$ cat config.mk
export PLATFORM = sky130hd
export DESIGN_NAME = brsc_top
export DESIGN_NICKNAME = d
export VERILOG_FILES = /design/src/verilog/brsc_pkg.sv /design/src/verilog/brsc_target.sv /design/src/verilog/brsc_top.sv
export VERILOG_INCLUDE_DIRS = /design/src /design/src/verilog
export SDC_FILE = /design/constraint.sdc
export NUM_CORES = 1
export LEC_CHECK = 0
export BUFFER_PORTS_ARGS = -buffer_cell sky130_fd_sc_hd__buf_4
export CORE_ASPECT_RATIO = 2
export CORE_UTILIZATION = 43
export DETAILED_ROUTE_END_ITERATION = 10
export GPL_TIMING_DRIVEN = 0
export MAX_ROUTING_LAYER = met4
export PLACE_DENSITY = 0.72
export SETUP_SLACK_MARGIN = 0.2
export SKIP_LAST_GASP = 1
export SLEW_MARGIN = 20
export SYNTH_ARGS = -nofsm -noshare
export SYNTH_HDL_FRONTEND = slang
export SYNTH_HIERARCHICAL = 1
export SYNTH_SLANG_ARGS = --single-unit
$ cat constraint.sdc
create_clock -name SYS_CLK -period 3.75 [get_ports SYS_CLK]
set_clock_uncertainty 0.05 [all_clocks]
set_input_delay 0.375 -clock SYS_CLK [delete_from_list [all_inputs] [get_ports SYS_CLK]]
set_output_delay 0.375 -clock SYS_CLK [all_outputs]
set_load 0.005 [all_outputs]
$ cat src/verilog/brsc_map.svh
// Offsets, field positions, reset values and timing of the buck set point bank
`ifndef BRSC_MAP_SVH
`define BRSC_MAP_SVH

// Register indices; the APB byte address is the index times four
`define BRSC_IDX_NORMAL 6'h20
`define BRSC_IDX_STANDBY 6'h21
`define BRSC_IDX_SLEEP 6'h22
`define BRSC_IDX_MODE 6'h23
`define BRSC_IDX_CONFIG 6'h24

// Field positions
`define BRSC_CODE_MSB 5
`define BRSC_CODE_LSB 0
`define BRSC_MODE_MSB 3
`define BRSC_MODE_LSB 0
`define BRSC_SLEEP_RUN_BIT 5
`define BRSC_ILIM_BIT 0
`define BRSC_SPARE_BIT 1
`define BRSC_FREQ_MSB 3
`define BRSC_FREQ_LSB 2
`define BRSC_PHASE_MSB 5
`define BRSC_PHASE_LSB 4
`define BRSC_RAMP_MSB 7
`define BRSC_RAMP_LSB 6

// Reset values
`define BRSC_RST_CODE 6'h00
`define BRSC_RST_MODE 4'h0
`define BRSC_RST_BIT 1'b0
`define BRSC_RST_FIELD 2'h0

// Set point code to millivolts
`define BRSC_MV_BASE 11'h12c
`define BRSC_MV_STEP 11'h019
`define BRSC_LOW_CODE_MAX 6'h0c

// Switching frequency in kHz, clock phase in degrees
`define BRSC_FREQ_KHZ_0 12'h3e8
`define BRSC_FREQ_KHZ_1 12'h7d0
`define BRSC_FREQ_KHZ_2 12'hfa0
`define BRSC_PHASE_DEG_1 9'h05a
`define BRSC_PHASE_DEG_2 9'h0b4
`define BRSC_PHASE_DEG_3 9'h10e

// Ramp step period: time in ns and derived cycles at the system clock
`define BRSC_CLK_MHZ 200
`define BRSC_RAMP_T0_NS 2000
`define BRSC_RAMP_T1_NS 4000
`define BRSC_RAMP_T2_NS 8000
`define BRSC_RAMP_T3_NS 16000
`define BRSC_RAMP_C0 ((`BRSC_RAMP_T0_NS * `BRSC_CLK_MHZ + 999) / 1000)
`define BRSC_RAMP_C1 ((`BRSC_RAMP_T1_NS * `BRSC_CLK_MHZ + 999) / 1000)
`define BRSC_RAMP_C2 ((`BRSC_RAMP_T2_NS * `BRSC_CLK_MHZ + 999) / 1000)
`define BRSC_RAMP_C3 ((`BRSC_RAMP_T3_NS * `BRSC_CLK_MHZ + 999) / 1000)

`endif

$ cat src/verilog/brsc_pkg.sv
// Types shared by the buck set point bank
package brsc_pkg;

    typedef enum logic [1:0] {
        PWR_NORMAL,
        PWR_STANDBY,
        PWR_SLEEP
    } brsc_pwr_e;

    typedef struct packed {
        logic [5:0] normal_code;
        logic [5:0] standby_code;
        logic [5:0] sleep_code;
        logic [3:0] switch_mode_sel;
        logic sleep_run_sel;
        logic current_limit_low;
        logic cfg_spare;
        logic [1:0] switch_freq_sel;
        logic [1:0] clock_phase_sel;
        logic [1:0] ramp_speed_sel;
    } brsc_regs_s;

    typedef struct packed {
        logic ready;
        logic slverr;
        logic [31:0] rdata;
    } brsc_apb_rsp_s;

    typedef struct packed {
        logic current_limit_low;
        logic [1:0] switch_freq_sel;
        logic freq_reserved;
        logic [11:0] freq_khz;
        logic [1:0] clock_phase_sel;
        logic [8:0] phase_deg;
        logic [1:0] ramp_speed_sel;
        logic [11:0] ramp_step_cycles;
    } brsc_cfg_s;

    typedef struct packed {
        brsc_regs_s regs;
        brsc_apb_rsp_s rsp;
        brsc_cfg_s cfg;
    } brsc_state_s;

    typedef struct packed {
        logic [5:0] code;
        logic [10:0] mv;
        logic enable;
        logic pfm;
        logic [3:0] mode;
        logic low_code;
    } brsc_target_s;

endpackage

$ cat src/verilog/brsc_target.sv
// Active set point selection from the device power state
`timescale 1ns/10ps
`include "brsc_map.svh"

module brsc_target (
    // Clock, reset, enable
    input wire logic clk,
    input wire logic rst,
    input wire logic en,
    // Register contents and power state
    input brsc_pkg::brsc_regs_s regs,
    input brsc_pkg::brsc_pwr_e pwr,
    // Registered target
    output brsc_pkg::brsc_target_s target
);

    // Reset target: stage off, code zero at its own voltage, flagged low
    localparam brsc_pkg::brsc_target_s tgt_rst = '{
        code: `BRSC_RST_CODE,
        mv: `BRSC_MV_BASE,
        enable: 1'b0,
        pfm: 1'b0,
        mode: `BRSC_RST_MODE,
        low_code: 1'b1
    };

    brsc_pkg::brsc_target_s tgt_ff;
    brsc_pkg::brsc_target_s nxt_tgt;

    function automatic logic [10:0] code_to_mv(input logic [5:0] code);
        code_to_mv = `BRSC_MV_BASE + `BRSC_MV_STEP * {5'h00, code};
    endfunction

    always_comb begin
        nxt_tgt = tgt_ff;
        case (pwr)
            brsc_pkg::PWR_STANDBY: begin
                nxt_tgt.code = regs.standby_code;
            end
            brsc_pkg::PWR_SLEEP: begin
                nxt_tgt.code = regs.sleep_code;
            end
            default: begin
                nxt_tgt.code = regs.normal_code;
            end
        endcase
        nxt_tgt.mv = code_to_mv(nxt_tgt.code);
        // Sleep either turns the stage off or keeps it in PFM
        nxt_tgt.enable = (pwr != brsc_pkg::PWR_SLEEP) || regs.sleep_run_sel;
        nxt_tgt.pfm = (pwr == brsc_pkg::PWR_SLEEP) && regs.sleep_run_sel;
        nxt_tgt.mode = regs.switch_mode_sel;
        nxt_tgt.low_code = nxt_tgt.code <= `BRSC_LOW_CODE_MAX;
    end

    always_ff @(posedge clk or posedge rst) begin
        if (rst) begin
            tgt_ff <= tgt_rst;
        end else if (en) begin
            tgt_ff <= nxt_tgt;
        end
    end

    assign target = tgt_ff;

endmodule

$ cat src/verilog/brsc_top.sv
// Buck regulator set point and configuration bank behind an APB slave
//
// The APB register port was chosen for this implementation.
`timescale 1ns/10ps
`include "brsc_map.svh"

////////////////////////////////////////////////////////////////////////////////
module brsc_top (
    // Clock, reset, enable
    input wire logic SYS_CLK,
    input wire logic SYS_RST,
    input wire logic CLK_EN,
    // APB slave
    input wire logic PSEL,
    input wire logic PENABLE,
    input wire logic PWRITE,
    input wire logic [7:0] PADDR,
    input wire logic [31:0] PWDATA,
    input wire logic [3:0] PSTRB,
    output logic [31:0] PRDATA,
    output logic PREADY,
    output logic PSLVERR,
    // Power state from the sequencer
    input brsc_pkg::brsc_pwr_e POWER_STATE,
    // Regulator controls
    output brsc_pkg::brsc_cfg_s CFG_OUT,
    output brsc_pkg::brsc_target_s TARGET_OUT
);

    brsc_pkg::brsc_state_s st_ff;
    brsc_pkg::brsc_state_s nxt_st;
    logic [8:0] rd_hit_data;
    logic apb_setup;
    logic apb_access;

    ////////////////////////////////////////////////////////////////////////////
    // Address decode and register access

    function automatic logic addr_is(input logic [7:0] addr,
                                     input logic [5:0] idx);
        addr_is = (addr == {idx, 2'b00});
    endfunction

    function automatic logic [8:0] reg_read(input brsc_pkg::brsc_regs_s r,
                                            input logic [7:0] addr);
        logic [7:0] d;
        d = 8'h00;
        reg_read = 9'h000;
        if (addr_is(addr, `BRSC_IDX_NORMAL)) begin
            d[`BRSC_CODE_MSB:`BRSC_CODE_LSB] = r.normal_code;
            reg_read = {1'b1, d};
        end else if (addr_is(addr, `BRSC_IDX_STANDBY)) begin
            d[`BRSC_CODE_MSB:`BRSC_CODE_LSB] = r.standby_code;
            reg_read = {1'b1, d};
        end else if (addr_is(addr, `BRSC_IDX_SLEEP)) begin
            d[`BRSC_CODE_MSB:`BRSC_CODE_LSB] = r.sleep_code;
            reg_read = {1'b1, d};
        end else if (addr_is(addr, `BRSC_IDX_MODE)) begin
            d[`BRSC_MODE_MSB:`BRSC_MODE_LSB] = r.switch_mode_sel;
            d[`BRSC_SLEEP_RUN_BIT] = r.sleep_run_sel;
            reg_read = {1'b1, d};
        end else if (addr_is(addr, `BRSC_IDX_CONFIG)) begin
            d[`BRSC_ILIM_BIT] = r.current_limit_low;
            d[`BRSC_SPARE_BIT] = r.cfg_spare;
            d[`BRSC_FREQ_MSB:`BRSC_FREQ_LSB] = r.switch_freq_sel;
            d[`BRSC_PHASE_MSB:`BRSC_PHASE_LSB] = r.clock_phase_sel;
            d[`BRSC_RAMP_MSB:`BRSC_RAMP_LSB] = r.ramp_speed_sel;
            reg_read = {1'b1, d};
        end
    endfunction

    function automatic brsc_pkg::brsc_regs_s reg_write(
        input brsc_pkg::brsc_regs_s r,
        input logic [7:0] addr,
        input logic [7:0] d
    );
        reg_write = r;
        if (addr_is(addr, `BRSC_IDX_NORMAL)) begin
            reg_write.normal_code = d[`BRSC_CODE_MSB:`BRSC_CODE_LSB];
        end else if (addr_is(addr, `BRSC_IDX_STANDBY)) begin
            reg_write.standby_code = d[`BRSC_CODE_MSB:`BRSC_CODE_LSB];
        end else if (addr_is(addr, `BRSC_IDX_SLEEP)) begin
            reg_write.sleep_code = d[`BRSC_CODE_MSB:`BRSC_CODE_LSB];
        end else if (addr_is(addr, `BRSC_IDX_MODE)) begin
            reg_write.switch_mode_sel = d[`BRSC_MODE_MSB:`BRSC_MODE_LSB];
            reg_write.sleep_run_sel = d[`BRSC_SLEEP_RUN_BIT];
        end else if (addr_is(addr, `BRSC_IDX_CONFIG)) begin
            reg_write.current_limit_low = d[`BRSC_ILIM_BIT];
            reg_write.cfg_spare = d[`BRSC_SPARE_BIT];
            reg_write.switch_freq_sel = d[`BRSC_FREQ_MSB:`BRSC_FREQ_LSB];
            reg_write.clock_phase_sel = d[`BRSC_PHASE_MSB:`BRSC_PHASE_LSB];
            reg_write.ramp_speed_sel = d[`BRSC_RAMP_MSB:`BRSC_RAMP_LSB];
        end
    endfunction

    ////////////////////////////////////////////////////////////////////////////
    // Field decoding for the analogue stage

    function automatic brsc_pkg::brsc_cfg_s cfg_of(
        input brsc_pkg::brsc_regs_s r
    );
        cfg_of = '0;
        cfg_of.current_limit_low = r.current_limit_low;
        cfg_of.switch_freq_sel = r.switch_freq_sel;
        cfg_of.clock_phase_sel = r.clock_phase_sel;
        cfg_of.ramp_speed_sel = r.ramp_speed_sel;
        case (r.switch_freq_sel)
            2'h0: begin
                cfg_of.freq_khz = `BRSC_FREQ_KHZ_0;
            end
            2'h1: begin
                cfg_of.freq_khz = `BRSC_FREQ_KHZ_1;
            end
            2'h2: begin
                cfg_of.freq_khz = `BRSC_FREQ_KHZ_2;
            end
            default: begin
                // Reserved code: no frequency, flagged to the stage
                cfg_of.freq_reserved = 1'b1;
            end
        endcase
        case (r.clock_phase_sel)
            2'h1: begin
                cfg_of.phase_deg = `BRSC_PHASE_DEG_1;
            end
            2'h2: begin
                cfg_of.phase_deg = `BRSC_PHASE_DEG_2;
            end
            2'h3: begin
                cfg_of.phase_deg = `BRSC_PHASE_DEG_3;
            end
            default: begin
                cfg_of.phase_deg = 9'h000;
            end
        endcase
        case (r.ramp_speed_sel)
            2'h0: begin
                cfg_of.ramp_step_cycles = 12'(`BRSC_RAMP_C0);
            end
            2'h1: begin
                cfg_of.ramp_step_cycles = 12'(`BRSC_RAMP_C1);
            end
            2'h2: begin
                cfg_of.ramp_step_cycles = 12'(`BRSC_RAMP_C2);
            end
            default: begin
                cfg_of.ramp_step_cycles = 12'(`BRSC_RAMP_C3);
            end
        endcase
    endfunction

    function automatic brsc_pkg::brsc_regs_s regs_reset();
        regs_reset.normal_code = `BRSC_RST_CODE;
        regs_reset.standby_code = `BRSC_RST_CODE;
        regs_reset.sleep_code = `BRSC_RST_CODE;
        regs_reset.switch_mode_sel = `BRSC_RST_MODE;
        regs_reset.sleep_run_sel = `BRSC_RST_BIT;
        regs_reset.current_limit_low = `BRSC_RST_BIT;
        regs_reset.cfg_spare = `BRSC_RST_BIT;
        regs_reset.switch_freq_sel = `BRSC_RST_FIELD;
        regs_reset.clock_phase_sel = `BRSC_RST_FIELD;
        regs_reset.ramp_speed_sel = `BRSC_RST_FIELD;
    endfunction

    ////////////////////////////////////////////////////////////////////////////
    // APB slave: answer registered in setup, one access cycle

    assign apb_setup = PSEL && !PENABLE;
    assign apb_access = PSEL && PENABLE && st_ff.rsp.ready;
    assign rd_hit_data = reg_read(st_ff.regs, PADDR);

    always_comb begin
        nxt_st = st_ff;
        nxt_st.rsp = '0;
        if (apb_setup) begin
            nxt_st.rsp.ready = 1'b1;
            nxt_st.rsp.slverr = !rd_hit_data[8];
            if (!PWRITE) begin
                nxt_st.rsp.rdata = {24'h000000, rd_hit_data[7:0]};
            end
        end
        // Writes take effect only at the completing edge
        if (apb_access && PWRITE && PSTRB[0] && rd_hit_data[8]) begin
            nxt_st.regs = reg_write(st_ff.regs, PADDR, PWDATA[7:0]);
        end
        nxt_st.cfg = cfg_of(nxt_st.regs);
    end

    always_ff @(posedge SYS_CLK or posedge SYS_RST) begin
        if (SYS_RST) begin
            st_ff.regs <= regs_reset();
            st_ff.rsp <= '0;
            st_ff.cfg <= cfg_of(regs_reset());
        end else if (CLK_EN) begin
            st_ff <= nxt_st;
        end
    end

    assign PRDATA = st_ff.rsp.rdata;
    assign PREADY = st_ff.rsp.ready;
    assign PSLVERR = st_ff.rsp.slverr;
    assign CFG_OUT = st_ff.cfg;

    ////////////////////////////////////////////////////////////////////////////
    // Target selection

    brsc_target u_target (
        .clk(SYS_CLK),
        .rst(SYS_RST),
        .en(CLK_EN),
        .regs(st_ff.regs),
        .pwr(POWER_STATE),
        .target(TARGET_OUT)
    );

    ////////////////////////////////////////////////////////////////////////////
    // Checks

    logic [5:0] exp_code;

    always_comb begin
        case (POWER_STATE)
            brsc_pkg::PWR_STANDBY: begin
                exp_code = st_ff.regs.standby_code;
            end
            brsc_pkg::PWR_SLEEP: begin
                exp_code = st_ff.regs.sleep_code;
            end
            default: begin
                exp_code = st_ff.regs.normal_code;
            end
        endcase
    end
endmodule
### Word-level counts from Yosys, hierarchy flattened

Cells that the tools add are included.

* shift-type cells: 0
* magnitude comparators: 1
* bitwise logic cells: 4
* eq/ne operators: 15
* multiplexer cells: 18
* reduce and logical (&&, ||, !) cells: 18
* divide/modulo/power cells: 0
* add/subtract/negate cells: 1
* multipliers: 1

Operator list (count)
* $pmux W12 S3: 2
* $mux W8: 7
* $mux W9: 5
* $eq A8 B8 Y1 const B: 5
* $mux W34: 1
* $pmux W9 S3: 1
* $pmux W6 S2: 1
* $add A9 B11 Y11 const A: 1
* $mul A5 B6 Y11 const A: 1
* $eq A2 B2 Y1 const B: 5
* $eq A2 B1 Y1 const B: 4
* $logic_and A1 B1 Y1: 7
* $reduce_and A7 Y1: 1
* $le A6 B4 Y1 const B: 1
* $reduce_and A6 Y1: 1
* $reduce_and A5 Y1: 1
* $logic_not A2 Y1: 2
* $not A1 Y1: 4
* $reduce_and A4 Y1: 1
* $reduce_and A3 Y1: 1
* $reduce_or A3 Y1: 1
* $logic_not A1 Y1: 2
* $ne A2 B2 Y1 const B: 1
* $logic_or A1 B1 Y1: 1
* $mux W1: 1

* bits in writable memories: 0
* memory bits (read-only): 0
* register bits after elaboration: 123
* output and inout port bits: 99
* memories: 0
* logic and storage cells: 81
* input port bits: 52
* latch bits: 0

### Longest topological paths before layout

* depth in word-level cells: 11
* gate-level depth with buffers: 14

### By module

The synthesis kept the hierarchy.

By module, submodules not included
* brsc_top: cells an instance 320, area an instance 3575.9 sq um, instances 1
* brsc_target: cells an instance 140, area an instance 1532.7 sq um, instances 1

### Least setup slack after synthesis

Ideal clock, no wire load.

* path type: in2reg
* start point: in POWER_STATE[0]
* end point: reg u_target.tgt_ff, in the netlist u_target/target[17]
* arrival: 3.682 ns
* setup time: 0.070 ns
* stages: 13
* buffers on the path: 1
* slack: -0.052 ns
* cells stage by stage: inv_1 -> ha_1 -> clkbuf_1 -> o21ai_1 -> xor2_1 -> fa_1 -> inv_1 -> ha_1 -> fa_1 -> a21o_1 -> a221o_1 -> a2111oi_2 -> nand3b_1

* cells in the longest elaborated chain, start to end: 4

RTL lines
* start: declaration: RTL line brsc_top.sv:24 `input brsc_pkg::brsc_pwr_e POWER_STATE,`
* $eq A2 B2 Y1 / $eq A2 B1 Y1 (equally long branches): RTL line brsc_target.sv:36 `case (pwr)`
* $pmux W6 S2 (*): RTL line brsc_target.sv:36
* $mul A5 B6 Y11 (no line) (*)
* $add A9 B11 Y11 (no line) (*)
* end signal: assignment: RTL line brsc_target.sv:57 `tgt_ff <= tgt_rst;`
* end signal: assignment: RTL line brsc_target.sv:59 `tgt_ff <= nxt_tgt;`
* end: declaration: RTL line brsc_target.sv:27 `brsc_pkg::brsc_target_s tgt_ff;`

Mark *: on every way between the ends. The rest lies on a longest branch, timed or not.
A chain may end at the register's enable or synchronous reset.

### Worst setup path after layout

* start point: in POWER_STATE[1]
* end point: reg u_target.tgt_ff, in the netlist u_target/target[17]

Same word-level chain as after synthesis.

==> metrics.cfg <==
[sta]
max_slew_margin = 0.330
fmaxAchievable_ghz = 0.293
worst_slack_ns = 0.341
timing.final.max_slew_violations = 0
rsz_0062_raised_after_global_routing = false
finalWorstPathRequiredPeriod_ns = 3.41
worstMarginPinSlew_ns = 0.996
number_of_hold_violations_in_the_final_report = 0
final-setup-viol-count = 0
hold_ws_ns = 0.235
post-route-period-util = 0.909

[synth]
synth-edff-count = 0
yosys.area_share.xor_xnor = 0.00857
synthArstFlopShare = 1.00
yosysWarnings = 6
synth-main-ff-cell = sky130_fd_sc_hd__dfrtp_1
post_synth_mux_area_share = 0.151
sequential_share_of_the_synthesized_area = 0.414
yosys-top-cells-area = sky130_fd_sc_hd__dfrtp_1 35%, sky130_fd_sc_hd__mux2_2 14%, sky130_fd_sc_hd__buf_4 11%
synth_simple_gate_area_frac = 0.0901
main_combinational_cell_family_by_area_after_synthesis = multiplexers
synth_compound_area_frac = 0.0953
avgSynthCellArea_um2 = 11.1
synth.distinct_cells = 54
synthesis.instances = 460
synth_seq_cells = 84
post-synth-top-area-fraction = 0.353
synthesis.area_um2 = 5110
synthDominantAreaCellType = sky130_fd_sc_hd__dfrtp_1
synthAdderAreaFrac = 0.105

[global_routing]
wire_length_of_the_first_global_routing_pass_um = 18700
remaining_overflow_grt = 0
global_route.usage.total = 0.207
via_count_of_the_first_global_routing_pass = 3849
number_of_antenna_violations_at_the_first_check_in_global_routing = 0
grt_max_degree = 50

[clock_tree]
clockRootBuffer = sky130_fd_sc_hd__clkbuf_16
numCtsBuffers = 9
clock_path_buffers = 2
clk_pin_slew_worst_paths_ns = 0.06
cts_num_sinks = 84
clock_latency_on_the_worst_skew_pair_ns = 0.35
cts_max_level = 3
tritoncts = built

[placed_design]
placedCellCount = 726
port-buffer-count = 89
gp_congestion = 0.900
placement_stage_worst_setup_slack_ns = -0.374
placement.cell_area_um2 = 6160
post-dp-hpwl_um = 9650

[floorplan]
initial_utilization = 0.439
floorplan.die.height_um = 156
die-width_um = 79.1
placementRows = 56
number_of_primary_i_o_pins = 151
dieArea_um2 = 12300
core_area_um2 = 11600

[setup_path]
cp-start-kind = input port
timing.critical_path.required_ns = 3.98
critical_path.reg2reg.startpoint = st_ff[90]
path_class = in2reg
timing.reg2reg.worst_path_depth = 11
cp_max_fo = 7
worst_ep_arrival_time_ns = 3.64
worst_setup_path_end_kind = flip-flop
critical_path.startpoint = POWER_STATE[1]

[worst_hold_path]
min_path_cells = 2
hold_path_startpoint = PWDATA[7]
hold_path.class = in2reg

[final_layout]
post-route-util = 0.561
layout.cell_area.non_filler_um2 = 6520
final_net_count = 689
diodes = 0
register_area_um2 = 2120
instances_no_fill = 746
layout-drive-gt1-share = 0.481
num-fill-cells = 1071
area_growth_syn_to_layout_pct = 27.7
multi_input_area_um2 = 2490

[route]
postRouteAntennaNets = 0
drt-pass1-iter-count = 4
wl_per_cell_um = 16.1
remaining_drcs = 0
first_iter_violations = 163
route.vias.total = 3808
finalWirelength_um = 12000
vias_per_cell = 5.10

[power]
power_report.internal_total_w = 0.00156
total_leakage_power_nw = 3.46
power.share.combinational = 0.114
net-switching-power_w = 0.000502
share_clk_of_total_power = 0.431
switch_share = 0.243
share_seq_of_total_power = 0.454
worst_ir_drop_vdd_mv = 0.279
cellPowerDensity_nw_per_um2 = 316

[outcome]
run_status = finished clean

[job]
max_capacitance_violation_count = 0

sequential cells by signal (all words and copies together), names as in the netlist:
signal / count
CFG_OUT: 28
PSLVERR: 1
u_target/target: 22
PREADY: 1
PRDATA: 8
st_ff: 24
worst paths after layout:
| check | slack, ns | endpoint |
|---|---|---|
| hold reg to reg | 0.43 | CFG_OUT[30] |
| hold / removal | 0.24 | CFG_OUT[13] |
| max in group asynchronous | 2.34 | u_target/target[4] |
| setup / recovery | 0.34 | u_target/target[17] |
| setup reg to reg | 0.36 | u_target/target[17] |
| min in group asynchronous | 0.46 | CFG_OUT[20] |
logic make-up (layout without fill, tap and decap cells):
family                   Yosys count  in the layout
AO/OA/AOI/OAI                     68             68
XOR/XNOR                           5              5
adder cells (fa/ha/maj)           41             41
buffers and inverters            107            217
flip-flops                        84             84
multiplexers                      69             69
other                              1             32
AND/OR/NAND/NOR                   85             85
worst max-delay path, cell delays in order:
cell and delay, ns:
sky130_fd_sc_hd__buf_4 0.12, sky130_fd_sc_hd__inv_1 0.05, sky130_fd_sc_hd__ha_2 0.27, sky130_fd_sc_hd__a22oi_1 0.15
sky130_fd_sc_hd__o21ai_4 0.26, sky130_fd_sc_hd__xor2_1 0.22, sky130_fd_sc_hd__fa_1 0.45, sky130_fd_sc_hd__inv_1 0.11
sky130_fd_sc_hd__ha_4 0.22, sky130_fd_sc_hd__fa_2 0.40, sky130_fd_sc_hd__a21o_1 0.21, sky130_fd_sc_hd__a221o_1 0.33
sky130_fd_sc_hd__a2111oi_2 0.32, sky130_fd_sc_hd__nand3b_1 0.15
timing repair:
| item | in CTS | in global routing |
|---|---|---|
| hold endpoints to repair | 10 | 0 |
| resized for setup | 4 | 6 |
| pin swaps | 0 | 2 |
| hold buffers | 1 | 0 |
| setup endpoints to repair | 1 | 1 |
| cloned | 0 | 0 |
| setup buffers | 0 | 3 |
Yosys cell counts (2+ instances only):
| cell type | instances |
|---|---|
| sky130_fd_sc_hd__nand2_1 | 20 |
| sky130_fd_sc_hd__xnor2_1 | 3 |
| sky130_fd_sc_hd__o21a_1 | 2 |
| sky130_fd_sc_hd__or2_2 | 2 |
| sky130_fd_sc_hd__mux2_2 | 63 |
| sky130_fd_sc_hd__nand3_1 | 4 |
| sky130_fd_sc_hd__nor2b_1 | 4 |
| sky130_fd_sc_hd__fa_1 | 3 |
| sky130_fd_sc_hd__nand4_1 | 2 |
| sky130_fd_sc_hd__clkbuf_1 | 11 |
| sky130_fd_sc_hd__mux2i_1 | 6 |
| sky130_fd_sc_hd__nand3b_2 | 2 |
| sky130_fd_sc_hd__a21oi_1 | 11 |
| sky130_fd_sc_hd__nor2_1 | 27 |
| sky130_fd_sc_hd__o21ai_0 | 11 |
| sky130_fd_sc_hd__o31ai_1 | 10 |
| sky130_fd_sc_hd__xor2_1 | 2 |
| sky130_fd_sc_hd__buf_4 | 76 |
| sky130_fd_sc_hd__ha_1 | 38 |
| sky130_fd_sc_hd__buf_2 | 4 |
| sky130_fd_sc_hd__nor4_1 | 3 |
| sky130_fd_sc_hd__nand2b_1 | 5 |
| sky130_fd_sc_hd__o2bb2ai_1 | 2 |
| sky130_fd_sc_hd__dfrtp_1 | 72 |
| sky130_fd_sc_hd__a32o_1 | 2 |
| sky130_fd_sc_hd__o21ai_1 | 2 |
| sky130_fd_sc_hd__a22oi_1 | 12 |
| sky130_fd_sc_hd__nand3b_1 | 3 |
| sky130_fd_sc_hd__nor3_1 | 2 |
| sky130_fd_sc_hd__and3_1 | 2 |
| sky130_fd_sc_hd__a221oi_1 | 5 |
| sky130_fd_sc_hd__inv_1 | 16 |
| sky130_fd_sc_hd__dfstp_2 | 12 |
final cells by class:
type | instances | area share
Clock buffer | 9 | 0.0345
Multi-Input combinational cell | 300 | 0.382
Sequential cell | 84 | 0.325
Timing Repair Buffer | 94 | 0.112
Clock inverter | 7 | 0.0113
Inverter | 16 | 0.00959
Buffer | 91 | 0.0984
Tap cell | 145 | 0.0278
layer usage:
metal  part of all wire  vias to the layer above  track usage
met3              0.047                       27       0.0363
met4              0.040                        0        0.125
met5                  0                        -            -
met1               0.33                     1874        0.182
met2               0.59                      116        0.394
li1                   -                     1791            -
power by group through the flow:
stage	Clock [W]	Combinational, W	Sequential, W
2_1_floorplan	0	0.000143	0.000953
3_3_place_gp	0	0.000222	0.000953
3_5_place_dp	0	0.000231	0.000954
4_1_cts	0.000911	0.000234	0.000938
5_1_grt	0.000943	0.000260	0.000939
6_report	0.000890	0.000236	0.000937
metrics by stage:
stage          TNS [ns]  total power (W)
6_report              0          0.00206
5_1_grt               0          0.00214
4_1_cts               0          0.00208
3_5_place_dp     -0.438          0.00119
3_3_place_gp     -0.347          0.00118
2_1_floorplan         0          0.00110
cell usage in the layout, fill, tap and decap left out, types with 10 or more instances in the layout:
cell type,count
sky130_fd_sc_hd__dfstp_2,12
sky130_fd_sc_hd__buf_4,168
sky130_fd_sc_hd__inv_1,14
sky130_fd_sc_hd__mux2_2,63
sky130_fd_sc_hd__a22oi_1,12
sky130_fd_sc_hd__a21oi_1,11
sky130_fd_sc_hd__o31ai_1,10
sky130_fd_sc_hd__ha_1,34
sky130_fd_sc_hd__dfrtp_1,72
sky130_fd_sc_hd__conb_1,32
sky130_fd_sc_hd__nand2_1,20
sky130_fd_sc_hd__nor2_1,27
sky130_fd_sc_hd__clkbuf_1,10
Power figures use the tool's default switching activity.
